$ cat config.mk
export PLATFORM = sky130hd
export DESIGN_NAME = latch_ref_ctrl
export DESIGN_NICKNAME = d
export VERILOG_FILES = /design/src/latch_ref_pkg.sv /design/src/set_clock_div.sv /design/src/latch_ref_ctrl.sv
export SDC_FILE = /design/constraint.sdc
export NUM_CORES = 1
export LEC_CHECK = 0
export ABC_AREA = 1
export CORE_AREA = 2 2 63 77
export DETAILED_ROUTE_END_ITERATION = 12
export DIE_AREA = 0 0 65 79
export DONT_BUFFER_PORTS = 1
export PLACE_DENSITY = 0.75
export SLEW_MARGIN = 20
export SYNTH_ARGS = -nofsm -noshare
export SYNTH_HDL_FRONTEND = slang
export SYNTH_HIERARCHICAL = 1
export SYNTH_SLANG_ARGS = --single-unit
$ cat constraint.sdc
create_clock -name clk_i -period 2.2 [get_ports clk_i]
set_clock_uncertainty 0.15 [all_clocks]
set_input_delay 0.11 -clock clk_i [delete_from_list [all_inputs] [get_ports clk_i]]
set_output_delay 0.11 -clock clk_i [all_outputs]
set_load 0.01 [all_outputs]
$ cat src/latch_ref_pkg.sv
// constants and carrier types for the comparator latch and reference control
package latch_ref_pkg;

	// register byte offsets on the register bus
	localparam logic [3:0] LATCH_CONTROL_OFS   = 4'h0;
	localparam logic [3:0] LATCH_PRESCALE_OFS  = 4'h4;
	localparam logic [3:0] REFERENCE_CTRL_OFS  = 4'h8;
	localparam logic [3:0] LATCH_STATUS_OFS    = 4'hC;

	// latch_control fields
	localparam int OUT2_ROUTE_BIT     = 7;
	localparam int OUT1_ROUTE_BIT     = 6;
	localparam int CMP1_SET_EN_BIT    = 5;
	localparam int CMP2_RST_EN_BIT    = 4;
	localparam int SET_PULSE_BIT      = 3;
	localparam int RESET_PULSE_BIT    = 2;
	localparam int SET_CLK_EN_BIT     = 0;
	localparam logic [7:0] LATCH_CONTROL_RESET = 8'h00;

	// latch_clock_prescale fields
	localparam int PRESCALE_MSB       = 7;
	localparam int PRESCALE_LSB       = 6;
	localparam logic [1:0] PRESCALE_RESET = 2'h0;
	localparam logic [5:0] PRESCALE_BASE  = 6'h04;

	// reference_control fields
	localparam int CMP1_LADDER_BIT    = 7;
	localparam int CMP2_LADDER_BIT    = 6;
	localparam int RANGE_SEL_BIT      = 5;
	localparam int FIXED_REF_EN_BIT   = 4;
	localparam int LEVEL_MSB          = 3;
	localparam int LEVEL_LSB          = 0;
	localparam logic [7:0] REFERENCE_CTRL_RESET = 8'h00;

	// latch_status fields
	localparam int STAT_CMP1_BIT      = 0;
	localparam int STAT_CMP2_BIT      = 1;
	localparam int STAT_LATCH_BIT     = 2;
	localparam int STAT_LADDER_BIT    = 3;

	// ladder tap in units of supply/96
	localparam logic [6:0] TAP_HIGH_BASE  = 7'h18;

	// reference steering handed to the analog side
	typedef struct packed {
		logic       ladder_power;
		logic       ladder_clamp;
		logic       cmp1_ladder_sel;
		logic       cmp2_ladder_sel;
		logic       fixed_ref_enable;
		logic       ladder_range_sel;
		logic [3:0] ladder_level;
		logic [6:0] ladder_tap;
	} ref_ctrl_t;

	localparam ref_ctrl_t REF_CTRL_RESET = '0;

endpackage

$ cat src/set_clock_div.sv
// prescaling divider producing the periodic latch set tick
`timescale 1ns/1ns
module set_clock_div
	import latch_ref_pkg::*;
(
	input  wire logic       clk_i,
	input  wire logic       rst_n_i,
	input  wire logic       enable_i,
	input  wire logic [1:0] prescale_i,
	output logic            tick_o
);
	logic [5:0] count_ff;
	logic [5:0] terminal;

	assign terminal = 6'((PRESCALE_BASE << prescale_i) - 6'h01);

	always_ff @(posedge clk_i or negedge rst_n_i)
	begin
		if (!rst_n_i)
			count_ff <= 6'h00;
		else if (!enable_i || count_ff >= terminal)
			count_ff <= 6'h00;
		else
			count_ff <= 6'(count_ff + 6'h01);
	end

	always_ff @(posedge clk_i or negedge rst_n_i)
	begin
		if (!rst_n_i)
			tick_o <= 1'b0;
		else
			tick_o <= enable_i && (count_ff >= terminal);
	end

endmodule // set_clock_div

$ cat src/latch_ref_ctrl.sv
// comparator set-reset latch and reference selection with register bus
//
// Summary of operation
// - out2 path: inverted latch or comparator two
// - out1 path: latch or comparator one
// - comparator one sets latch when enabled
// - comparator two resets latch when enabled
// - set pulse bit: one pulse, self-clears
// - reset pulse bit: one pulse, self-clears
// - set clock enable pulses latch set periodically
// - prescale codes divide by 4, 8, 16, 32
// - status shows true comparator outputs
// - unimplemented bits ignore writes, read zero
// - range bit one low, zero high
// - four-bit level picks one of sixteen taps
// - comparator one reference: ladder or fixed
// - comparator two reference: ladder or fixed
// - ladder unpowered when both selects clear
// - fixed reference enable powers fixed reference
// - ladder clamped to ground when idle low zero
// - latch is reset-dominant
// - after reset outputs carry raw comparators
//
// Added by the designer: the register addresses and the Avalon-MM slave port.
`timescale 1ns/1ns
module latch_ref_ctrl
	import latch_ref_pkg::*;
(
	input  wire logic                     clk_i,
	input  wire logic                     rstn_i,
	input  wire logic [3:0]               address,
	input  wire logic                     read,
	input  wire logic                     write,
	input  wire logic [31:0]              writedata,
	input  wire logic [3:0]               byteenable,
	output logic [31:0]                   readdata,
	output logic                          waitrequest,
	input  wire logic                     cmp1_output_i,
	input  wire logic                     cmp2_output_i,
	output logic                          out1_path_o,
	output logic                          out2_path_o,
	output logic                          latch_q_o,
	output latch_ref_pkg::ref_ctrl_t      ref_ctrl_o
);
	import latch_ref_pkg::*;

	logic        rst_sync1_ff;
	logic        rst_n;
	logic        wait_ff;
	logic [31:0] rdata_ff;
	logic        wr_accept;
	logic        wr_lane0;
	logic        out2_route_ff;
	logic        out1_route_ff;
	logic        cmp1_set_enable_ff;
	logic        cmp2_reset_enable_ff;
	logic        set_pulse_ff;
	logic        reset_pulse_ff;
	logic        set_clock_enable_ff;
	logic [1:0]  set_clock_prescale_ff;
	logic        cmp1_ladder_sel_ff;
	logic        cmp2_ladder_sel_ff;
	logic        ladder_range_sel_ff;
	logic        fixed_ref_enable_ff;
	logic [3:0]  ladder_level_ff;
	logic        latch_ff;
	logic        set_tick;
	logic        latch_set;
	logic        latch_reset;
	logic        nxt_latch;
	logic [7:0]  ctrl_view;
	logic [7:0]  presc_view;
	logic [7:0]  ref_view;
	logic [7:0]  stat_view;
	logic [31:0] nxt_rdata;
	ref_ctrl_t   nxt_ref;
	ref_ctrl_t   ref_ff;
	logic        out1_ff;
	logic        out2_ff;

	// reset release through two flops
	always_ff @(posedge clk_i or negedge rstn_i)
	begin
		if (!rstn_i)
		begin
			rst_sync1_ff <= 1'b0;
			rst_n        <= 1'b0;
		end
		else
		begin
			rst_sync1_ff <= 1'b1;
			rst_n        <= rst_sync1_ff;
		end
	end

	// bus slave: one wait cycle, then accept
	always_ff @(posedge clk_i or negedge rst_n)
	begin
		if (!rst_n)
			wait_ff <= 1'b1;
		else if ((read || write) && wait_ff)
			wait_ff <= 1'b0;
		else
			wait_ff <= 1'b1;
	end

	assign waitrequest = wait_ff;
	assign wr_accept   = write && !wait_ff;
	assign wr_lane0    = wr_accept && byteenable[0];

	// latch_control register
	always_ff @(posedge clk_i or negedge rst_n)
	begin
		if (!rst_n)
		begin
			out2_route_ff        <= LATCH_CONTROL_RESET[OUT2_ROUTE_BIT];
			out1_route_ff        <= LATCH_CONTROL_RESET[OUT1_ROUTE_BIT];
			cmp1_set_enable_ff   <= LATCH_CONTROL_RESET[CMP1_SET_EN_BIT];
			cmp2_reset_enable_ff <= LATCH_CONTROL_RESET[CMP2_RST_EN_BIT];
			set_clock_enable_ff  <= LATCH_CONTROL_RESET[SET_CLK_EN_BIT];
		end
		else if (wr_lane0 && address == LATCH_CONTROL_OFS)
		begin
			out2_route_ff        <= writedata[OUT2_ROUTE_BIT];
			out1_route_ff        <= writedata[OUT1_ROUTE_BIT];
			cmp1_set_enable_ff   <= writedata[CMP1_SET_EN_BIT];
			cmp2_reset_enable_ff <= writedata[CMP2_RST_EN_BIT];
			set_clock_enable_ff  <= writedata[SET_CLK_EN_BIT];
		end
	end

	// self-clearing pulse bits, one clock high
	always_ff @(posedge clk_i or negedge rst_n)
	begin
		if (!rst_n)
		begin
			set_pulse_ff   <= 1'b0;
			reset_pulse_ff <= 1'b0;
		end
		else
		begin
			set_pulse_ff   <= wr_lane0 && address == LATCH_CONTROL_OFS
				&& writedata[SET_PULSE_BIT];
			reset_pulse_ff <= wr_lane0 && address == LATCH_CONTROL_OFS
				&& writedata[RESET_PULSE_BIT];
		end
	end

	// latch_clock_prescale register
	always_ff @(posedge clk_i or negedge rst_n)
	begin
		if (!rst_n)
			set_clock_prescale_ff <= PRESCALE_RESET;
		else if (wr_lane0 && address == LATCH_PRESCALE_OFS)
			set_clock_prescale_ff <= writedata[PRESCALE_MSB:PRESCALE_LSB];
	end

	// reference_control register
	always_ff @(posedge clk_i or negedge rst_n)
	begin
		if (!rst_n)
		begin
			cmp1_ladder_sel_ff  <= REFERENCE_CTRL_RESET[CMP1_LADDER_BIT];
			cmp2_ladder_sel_ff  <= REFERENCE_CTRL_RESET[CMP2_LADDER_BIT];
			ladder_range_sel_ff <= REFERENCE_CTRL_RESET[RANGE_SEL_BIT];
			fixed_ref_enable_ff <= REFERENCE_CTRL_RESET[FIXED_REF_EN_BIT];
			ladder_level_ff     <= REFERENCE_CTRL_RESET[LEVEL_MSB:LEVEL_LSB];
		end
		else if (wr_lane0 && address == REFERENCE_CTRL_OFS)
		begin
			cmp1_ladder_sel_ff  <= writedata[CMP1_LADDER_BIT];
			cmp2_ladder_sel_ff  <= writedata[CMP2_LADDER_BIT];
			ladder_range_sel_ff <= writedata[RANGE_SEL_BIT];
			fixed_ref_enable_ff <= writedata[FIXED_REF_EN_BIT];
			ladder_level_ff     <= writedata[LEVEL_MSB:LEVEL_LSB];
		end
	end

	// periodic set tick from the system clock
	set_clock_div u_set_clock_div (
		.clk_i      (clk_i),
		.rst_n_i    (rst_n),
		.enable_i   (set_clock_enable_ff),
		.prescale_i (set_clock_prescale_ff),
		.tick_o     (set_tick)
	);

	// latch inputs and reset-dominant update
	assign latch_set = (cmp1_set_enable_ff && cmp1_output_i)
		|| set_pulse_ff
		|| (set_clock_enable_ff && set_tick);
	assign latch_reset = (cmp2_reset_enable_ff && cmp2_output_i)
		|| reset_pulse_ff;

	always_comb
	begin
		if (latch_reset)
			nxt_latch = 1'b0;
		else if (latch_set)
			nxt_latch = 1'b1;
		else
			nxt_latch = latch_ff;
	end

	always_ff @(posedge clk_i or negedge rst_n)
	begin
		if (!rst_n)
			latch_ff <= 1'b0;
		else
			latch_ff <= nxt_latch;
	end

	// output path multiplexers
	always_ff @(posedge clk_i or negedge rst_n)
	begin
		if (!rst_n)
		begin
			out1_ff <= 1'b0;
			out2_ff <= 1'b0;
		end
		else
		begin
			out1_ff <= out1_route_ff ? latch_ff : cmp1_output_i;
			out2_ff <= out2_route_ff ? !latch_ff : cmp2_output_i;
		end
	end

	assign out1_path_o = out1_ff;
	assign out2_path_o = out2_ff;
	assign latch_q_o   = latch_ff;

	// reference steering and ladder tap
	always_comb
	begin
		nxt_ref = REF_CTRL_RESET;
		nxt_ref.cmp1_ladder_sel  = cmp1_ladder_sel_ff;
		nxt_ref.cmp2_ladder_sel  = cmp2_ladder_sel_ff;
		nxt_ref.ladder_power     = cmp1_ladder_sel_ff || cmp2_ladder_sel_ff;
		nxt_ref.fixed_ref_enable = fixed_ref_enable_ff;
		nxt_ref.ladder_range_sel = ladder_range_sel_ff;
		nxt_ref.ladder_level     = ladder_level_ff;
		nxt_ref.ladder_clamp     = !nxt_ref.ladder_power && ladder_range_sel_ff
			&& ladder_level_ff == 4'h0;
		if (ladder_range_sel_ff)
			nxt_ref.ladder_tap = {1'b0, ladder_level_ff, 2'b00};
		else
			nxt_ref.ladder_tap = 7'(TAP_HIGH_BASE
				+ 7'(ladder_level_ff) * 7'h03);
	end

	always_ff @(posedge clk_i or negedge rst_n)
	begin
		if (!rst_n)
			ref_ff <= REF_CTRL_RESET;
		else
			ref_ff <= nxt_ref;
	end

	assign ref_ctrl_o = ref_ff;

	// read views; unimplemented bits are zero
	always_comb
	begin
		ctrl_view = 8'h00;
		ctrl_view[OUT2_ROUTE_BIT]  = out2_route_ff;
		ctrl_view[OUT1_ROUTE_BIT]  = out1_route_ff;
		ctrl_view[CMP1_SET_EN_BIT] = cmp1_set_enable_ff;
		ctrl_view[CMP2_RST_EN_BIT] = cmp2_reset_enable_ff;
		ctrl_view[SET_PULSE_BIT]   = set_pulse_ff;
		ctrl_view[RESET_PULSE_BIT] = reset_pulse_ff;
		ctrl_view[SET_CLK_EN_BIT]  = set_clock_enable_ff;
		presc_view = 8'h00;
		presc_view[PRESCALE_MSB:PRESCALE_LSB] = set_clock_prescale_ff;
		ref_view = {cmp1_ladder_sel_ff, cmp2_ladder_sel_ff, ladder_range_sel_ff,
			fixed_ref_enable_ff, ladder_level_ff};
		stat_view = 8'h00;
		stat_view[STAT_CMP1_BIT]   = cmp1_output_i;
		stat_view[STAT_CMP2_BIT]   = cmp2_output_i;
		stat_view[STAT_LATCH_BIT]  = latch_ff;
		stat_view[STAT_LADDER_BIT] = ref_ff.ladder_power;
		case (address)
			LATCH_CONTROL_OFS:  nxt_rdata = {24'h000000, ctrl_view};
			LATCH_PRESCALE_OFS: nxt_rdata = {24'h000000, presc_view};
			REFERENCE_CTRL_OFS: nxt_rdata = {24'h000000, ref_view};
			LATCH_STATUS_OFS:   nxt_rdata = {24'h000000, stat_view};
			default:            nxt_rdata = 32'h00000000;
		endcase
	end

	// read data captured while waitrequest is still high
	always_ff @(posedge clk_i or negedge rst_n)
	begin
		if (!rst_n)
			rdata_ff <= 32'h00000000;
		else if (read && wait_ff)
			rdata_ff <= nxt_rdata;
	end

	assign readdata = rdata_ff;
endmodule // latch_ref_ctrl

Word-level counts from Yosys, hierarchy flattened --
Index checks and enable logic that the tools add are counted.
Word-level totals: register bits 79, bits in latches 0, memory bits (writable) 0, memory bits (read-only) 0, input bits 46, output and inout bits 53, logic and storage cells 75, memories kept 0
Operators by class: $add $sub $neg 3, $mul 1, div/mod/pow operators 0, magnitude comparators 1, eq/ne operators 3, shifts and indexed selects 1, muxes and demuxes 8, bitwise logic cells 0, reductions and logical operators 28
Operators by type and width (number):
- one-hot mux 8 bit (4 select lines) | 1
- logical AND 1 bit | 15
- == test 4 bit (second input constant) | 2
- logical NOT 4 bit | 2
- adder 5 x 6 -> 7 bit (first input constant) | 1
- two-way mux 7 bit | 1
- adder 6 x 1 -> 6 bit (second input constant) | 1
- >= comparator 6 bit | 1
- logical OR 1 bit | 6
- multiplier 4 x 2 -> 6 bit (second input constant) | 1
- two-way mux 6 bit | 1
- left shift 3 x 2 -> 6 bit (first input constant) | 1
- subtractor 6 x 1 -> 6 bit (second input constant) | 1
- two-way mux 1 bit | 5
- == test 4 x 3 -> 1 bit (second input constant) | 1
- logical NOT 1 bit | 4
- nonzero test 2 bit | 1

Longest topological paths before layout --
depth in word-level cells 5, mapped depth 7, mapped depth without buffers 7

Modules after synthesis --
Netlist, hierarchy kept.
Modules (own cells, without submodules):
- latch_ref_ctrl | instances 1, cells each 242, area an instance 2274.7 µm², sequential area each 1202.4 µm²
- set_clock_div | instances 1, cells each 55, area an instance 432.9 µm², sequential area each 175.2 µm²

Worst setup path before layout --
Ideal clock, no wire load.
path type reg-to-reg, start point reg ladder_level_ff[2], end point reg ref_ff, in the netlist ref_ctrl_o[4], library setup time 0.135 ns, arrival time 1.521 ns, required time 1.915 ns, slack 0.395 ns, stages on the path, launching flop included 7, path buffers 0, period minus slack after synthesis 1.805 ns, cells stage by stage dfrtp_1 ha_1 ha_1 inv_1 fa_1 xnor2_1 o21ai_0
RTL lines:
- start, declared | line latch_ref_ctrl.sv:65 | logic [3:0] ladder_level_ff;
- start signal, assigned | line latch_ref_ctrl.sv:167 | ladder_level_ff <= REFERENCE_CTRL_RESET[LEVEL_MSB:LEVEL_LSB];
- start signal, assigned | line latch_ref_ctrl.sv:175 | ladder_level_ff <= writedata[LEVEL_MSB:LEVEL_LSB];
- end signal, assigned | line latch_ref_ctrl.sv:256 | ref_ff <= nxt_ref;
- end, declared | line latch_ref_ctrl.sv:77 | ref_ctrl_t ref_ff;

Final worst setup path --
start point reg wait_ff, in the netlist waitrequest, end point reg cmp1_ladder_sel_ff
On the way: cells in the longest elaborated chain, start to end 4
RTL lines:
- start, declared | line latch_ref_ctrl.sv:49 | logic wait_ff;
- start signal, assigned | line latch_ref_ctrl.sv:100 | wait_ff <= 1'b1;
- start signal, assigned | line latch_ref_ctrl.sv:102 | wait_ff <= 1'b0;
- start signal, assigned | line latch_ref_ctrl.sv:104 | wait_ff <= 1'b1;
- logical NOT 1 bit | line latch_ref_ctrl.sv:108 | assign wr_accept = write && !wait_ff;
- logical AND 1 bit | line latch_ref_ctrl.sv:108
- logical AND 1 bit | line latch_ref_ctrl.sv:109 | assign wr_lane0 = wr_accept && byteenable[0];
- logical AND 1 bit | line latch_ref_ctrl.sv:169 | else if (wr_lane0 && address == REFERENCE_CTRL_OFS)
- end signal, assigned | line latch_ref_ctrl.sv:163 | cmp1_ladder_sel_ff <= REFERENCE_CTRL_RESET[CMP1_LADDER_BIT];
- end signal, assigned | line latch_ref_ctrl.sv:171 | cmp1_ladder_sel_ff <= writedata[CMP1_LADDER_BIT];
- end, declared | line latch_ref_ctrl.sv:61 | logic cmp1_ladder_sel_ff;
No other way between the ends. A chain may end at the register's enable or synchronous reset.

==> results.txt <==
----------------------------------------------------
[Layout]
  Final standard cell utilization of the core ... 67.5%
  Commonest non-fill, non-tap cells in the layout ... sky130_fd_sc_hd__nand2_1 (73), sky130_fd_sc_hd__dfrtp_1 (53), sky130_fd_sc_hd__inv_1 (32)
  Area grow syn2layout ... 10.3%
  Proportion of layout cells with a drive suffix above 1 ... 8.92%
  Most common library cell in the layout ignoring fill and taps ... sky130_fd_sc_hd__nand2_1
  Final Net Count ... 384
  Cell area after layout ... 0.00299 mm²
  Ant diodes ... 0

[CTS]
  Worst-case clock buffer depth ... 2
  Clock tree from TritonCTS ... yes
  Number of buffers inserted by post-CTS setup repair ... 0
  CTS H-tree depth ... 2
  Clock latency reported for the late side of the worst-skew pair ... 0.32 ns
  Clk slew on worst S/H paths ... 0.10 ns
  Sink Count ... 55
  Clock root buffer master ... sky130_fd_sc_hd__clkbuf_8
  Cts bufs inserted ... 5

[Drt]
  Post-route DRC violation count ... 0
  Number of vias after detailed routing ... 1913
  Vias per inst ... 4.99
  Routed length per placed instance ... 13.4 µm
  Remaining antenna violation count ... 0
  Final routed wirelength across all metal layers ... 5.13 mm
  Detailed-routing iteration count for the pre-antenna-repair pass ... 4
  Initial DRC count ... 104

[Pwr]
  Max IR drop VDD ... 0.000502 V
  Combinational share of power ... 18.0%
  Pleak ... 1.50 nW
  Register share of total power ... 57.9%
  Switching power share of the total ... 33.0%
  Internal power of the cells ... 0.00156 W
  Ratio of total power to cell area ... 781 mW/mm²
  Share of total power in the clock network ... 24.1%
  Switching power summed over all nets ... 0.000770 W

[Floorplan]
  Die width ... 65 µm
  Die outline height ... 79 µm
  Cell Rows ... 27
  Effective utilization at floorplan ... 61.2%
  Total die area ... 0.00514 mm²
  I/O Pins ... 99
  Core outline area ... 0.00443 mm²

[Critical path]
  Crit path capture type ... flop
  Type of origin of the critical path ... flop
  Arrival @ worst endpoint ... 2.12 ns
  Crit Path Max Fanout ... 15
  Required time at the endpoint of the critical path ... 2.27 ns
  Crit Path Class ... reg -> reg

[Outcome]
  Outcome ... finished clean

[GRT]
  Wire length of the first global-routing pass ... 8.39 mm
  Final global-route overflow total ... 0
  Number of antenna violations at the first check in global routing ... 0
  Largest net degree at the start of global routing ... 22
  Number of global-route vias before repair ... 1742
  Gr usage total ... 21.9%

[Timing]
  Endpoints failing setup ... 0
  Maximum operating frequency ... 0.488 GHz
  Final Critical Period ... 2.05 ns
  Final cycle utilization of the critical path ... 93.2%
  Final hold viol count ... 0
  Setup_tns ... 0 ns
  Setup repair after global routing missed its margin ... false
  Max-slew violations ... 0

[Synth]
  Proportion of netlist area held by the largest area contributor ... 49.9%
  Per-instance average area after synthesis ... 9.12 µm²
  Synth top area cells ... sky130_fd_sc_hd__dfrtp_1 (50%), sky130_fd_sc_hd__nand2_1 (10%), sky130_fd_sc_hd__buf_4 (7.2%)
  Number of instances in the synthesized netlist ... 297
  Share of synthesized area occupied by flip-flops and latches ... 50.9%
  Summed instance area of the synthesized netlist ... 0.00271 mm²
  Total of flip-flops plus latches after synthesis ... 55
  Netlist cell types ... 26
  Synth warnings ... 6
  Cell accounting for the most synthesized area ... sky130_fd_sc_hd__dfrtp_1

[Placement]
  Half-perimeter wire length of the detailed placement result ... 3.76 mm
  Routability Congestion ... 0.823
  Port-buffer cells ... 0
  Placed cell areas ... 0.00268 mm²

[Worst hold path]
  Hold WC Path Type ... in -> reg

[Run]
  Max Cap Viol ... 0

----------------------------------------------------
-- timing repair --
action / in CTS / in global routing
gates resized for setup: 0 / 0
hold endpoints to repair: 31 / 0
hold buffers: 22 / 0
-- per-layer routing --
| metal | part of all wire (%) | vias to the layer above | track usage (%) |
|---|---|---|---|
| met5 | 0 | - | 0 |
| met4 | 2.6 | 0 | 9.79 |
| met3 | 4.2 | 12 | 5.52 |
| met2 | 53 | 50 | 36.4 |
| met1 | 40 | 918 | 26.7 |
| li1 | - | 933 | - |
-- flip-flops by register name (all words and copies together) (netlist names), 2 cells and up --
register,count
ladder_level_ff,4
readdata,8
ref_ctrl_o,17
set_clock_prescale_ff,2
u_set_clock_div/count_ff,6
-- worst paths after layout --
check	startpoint	cells after the start	end	slack (ns)
setup / recovery	waitrequest	6	cmp1_ladder_sel_ff	0.15
hold / removal	address[3]	6	readdata[7]	0.00004
setup reg to reg	waitrequest	6	cmp1_ladder_sel_ff	0.15
hold reg to reg	rst_n	0	readdata[1]	0.06
max in group asynchronous	rst_n	1	ref_ctrl_o[12]	1.21
min in group asynchronous	rst_n	0	readdata[1]	0.06
-- cell usage after synthesis (all sizes together) --
cell type	count
nand2	78
dfrtp	54
inv	33
nand3	29
buf	27
nor2	26
o21ai	22
ha	12
a21oi	3
conb	3
fa	2
xnor2	2
xor2	2
a21boi	1
clkbuf	1
dfstp	1
nand4	1
-- final cells by class --
type	instances	area [µm²]
fillers	380	1440
flip-flops and latches	55	1380
multi-input cells	204	1080
repair buffers	25	243
inverters	33	124
well taps	58	72.6
clock buffers	5	68.8
clock inverters	3	20.0
-- critical path: stages (launching register included) --
cell                            delay (ns)
sky130_fd_sc_hd__dfstp_2              0.59
sky130_fd_sc_hd__nor2_1               0.06
sky130_fd_sc_hd__nand2_1              0.33
sky130_fd_sc_hd__nor2_8               0.13
sky130_fd_sc_hd__nand2_2              0.07
sky130_fd_sc_hd__dlygate4sd3_1        0.56
sky130_fd_sc_hd__o21ai_2              0.05
-- power by group through the flow --
stage / logic [W] / registers [W] / clock network (W)
after CTS: 0.000424 / 0.00135 / 0.000567
after global placement: 0.000359 / 0.00137 / 0
after floorplan: 0.000328 / 0.00133 / 0
after global routing: 0.000493 / 0.00137 / 0.000610
final: 0.000419 / 0.00135 / 0.000563
after detailed placement: 0.000383 / 0.00137 / 0
-- kinds of logic (layout without fill, tap and decap cells) --
family                   after synthesis  after routing  synth area share [%]
buffers and inverters                 61             66                  12.5
other                                  3             26                 0.416
AND/OR/NAND/NOR                      134            134                  22.7
AO/OA/AOI/OAI                         26             26                  5.18
adder cells (fa/ha/maj)               14             14                  7.02
XOR/XNOR                               4              4                  1.29
flip-flops                            55             55                  50.9
-- metrics by stage --
step	instances	setup WS [ns]	power, W	hold slack, ns
2_1_floorplan	320	0.395	0.00166	-0.336
3_3_place_gp	353	0.305	0.00173	-0.336
3_5_place_dp	353	0.216	0.00176	-0.336
4_1_cts	383	0.157	0.00235	0.000981
5_1_grt	383	0.0882	0.00248	0.0240
6_report	383	0.149	0.00233	0.0000430
No activity file was read; power rests on OpenSTA's default activity.
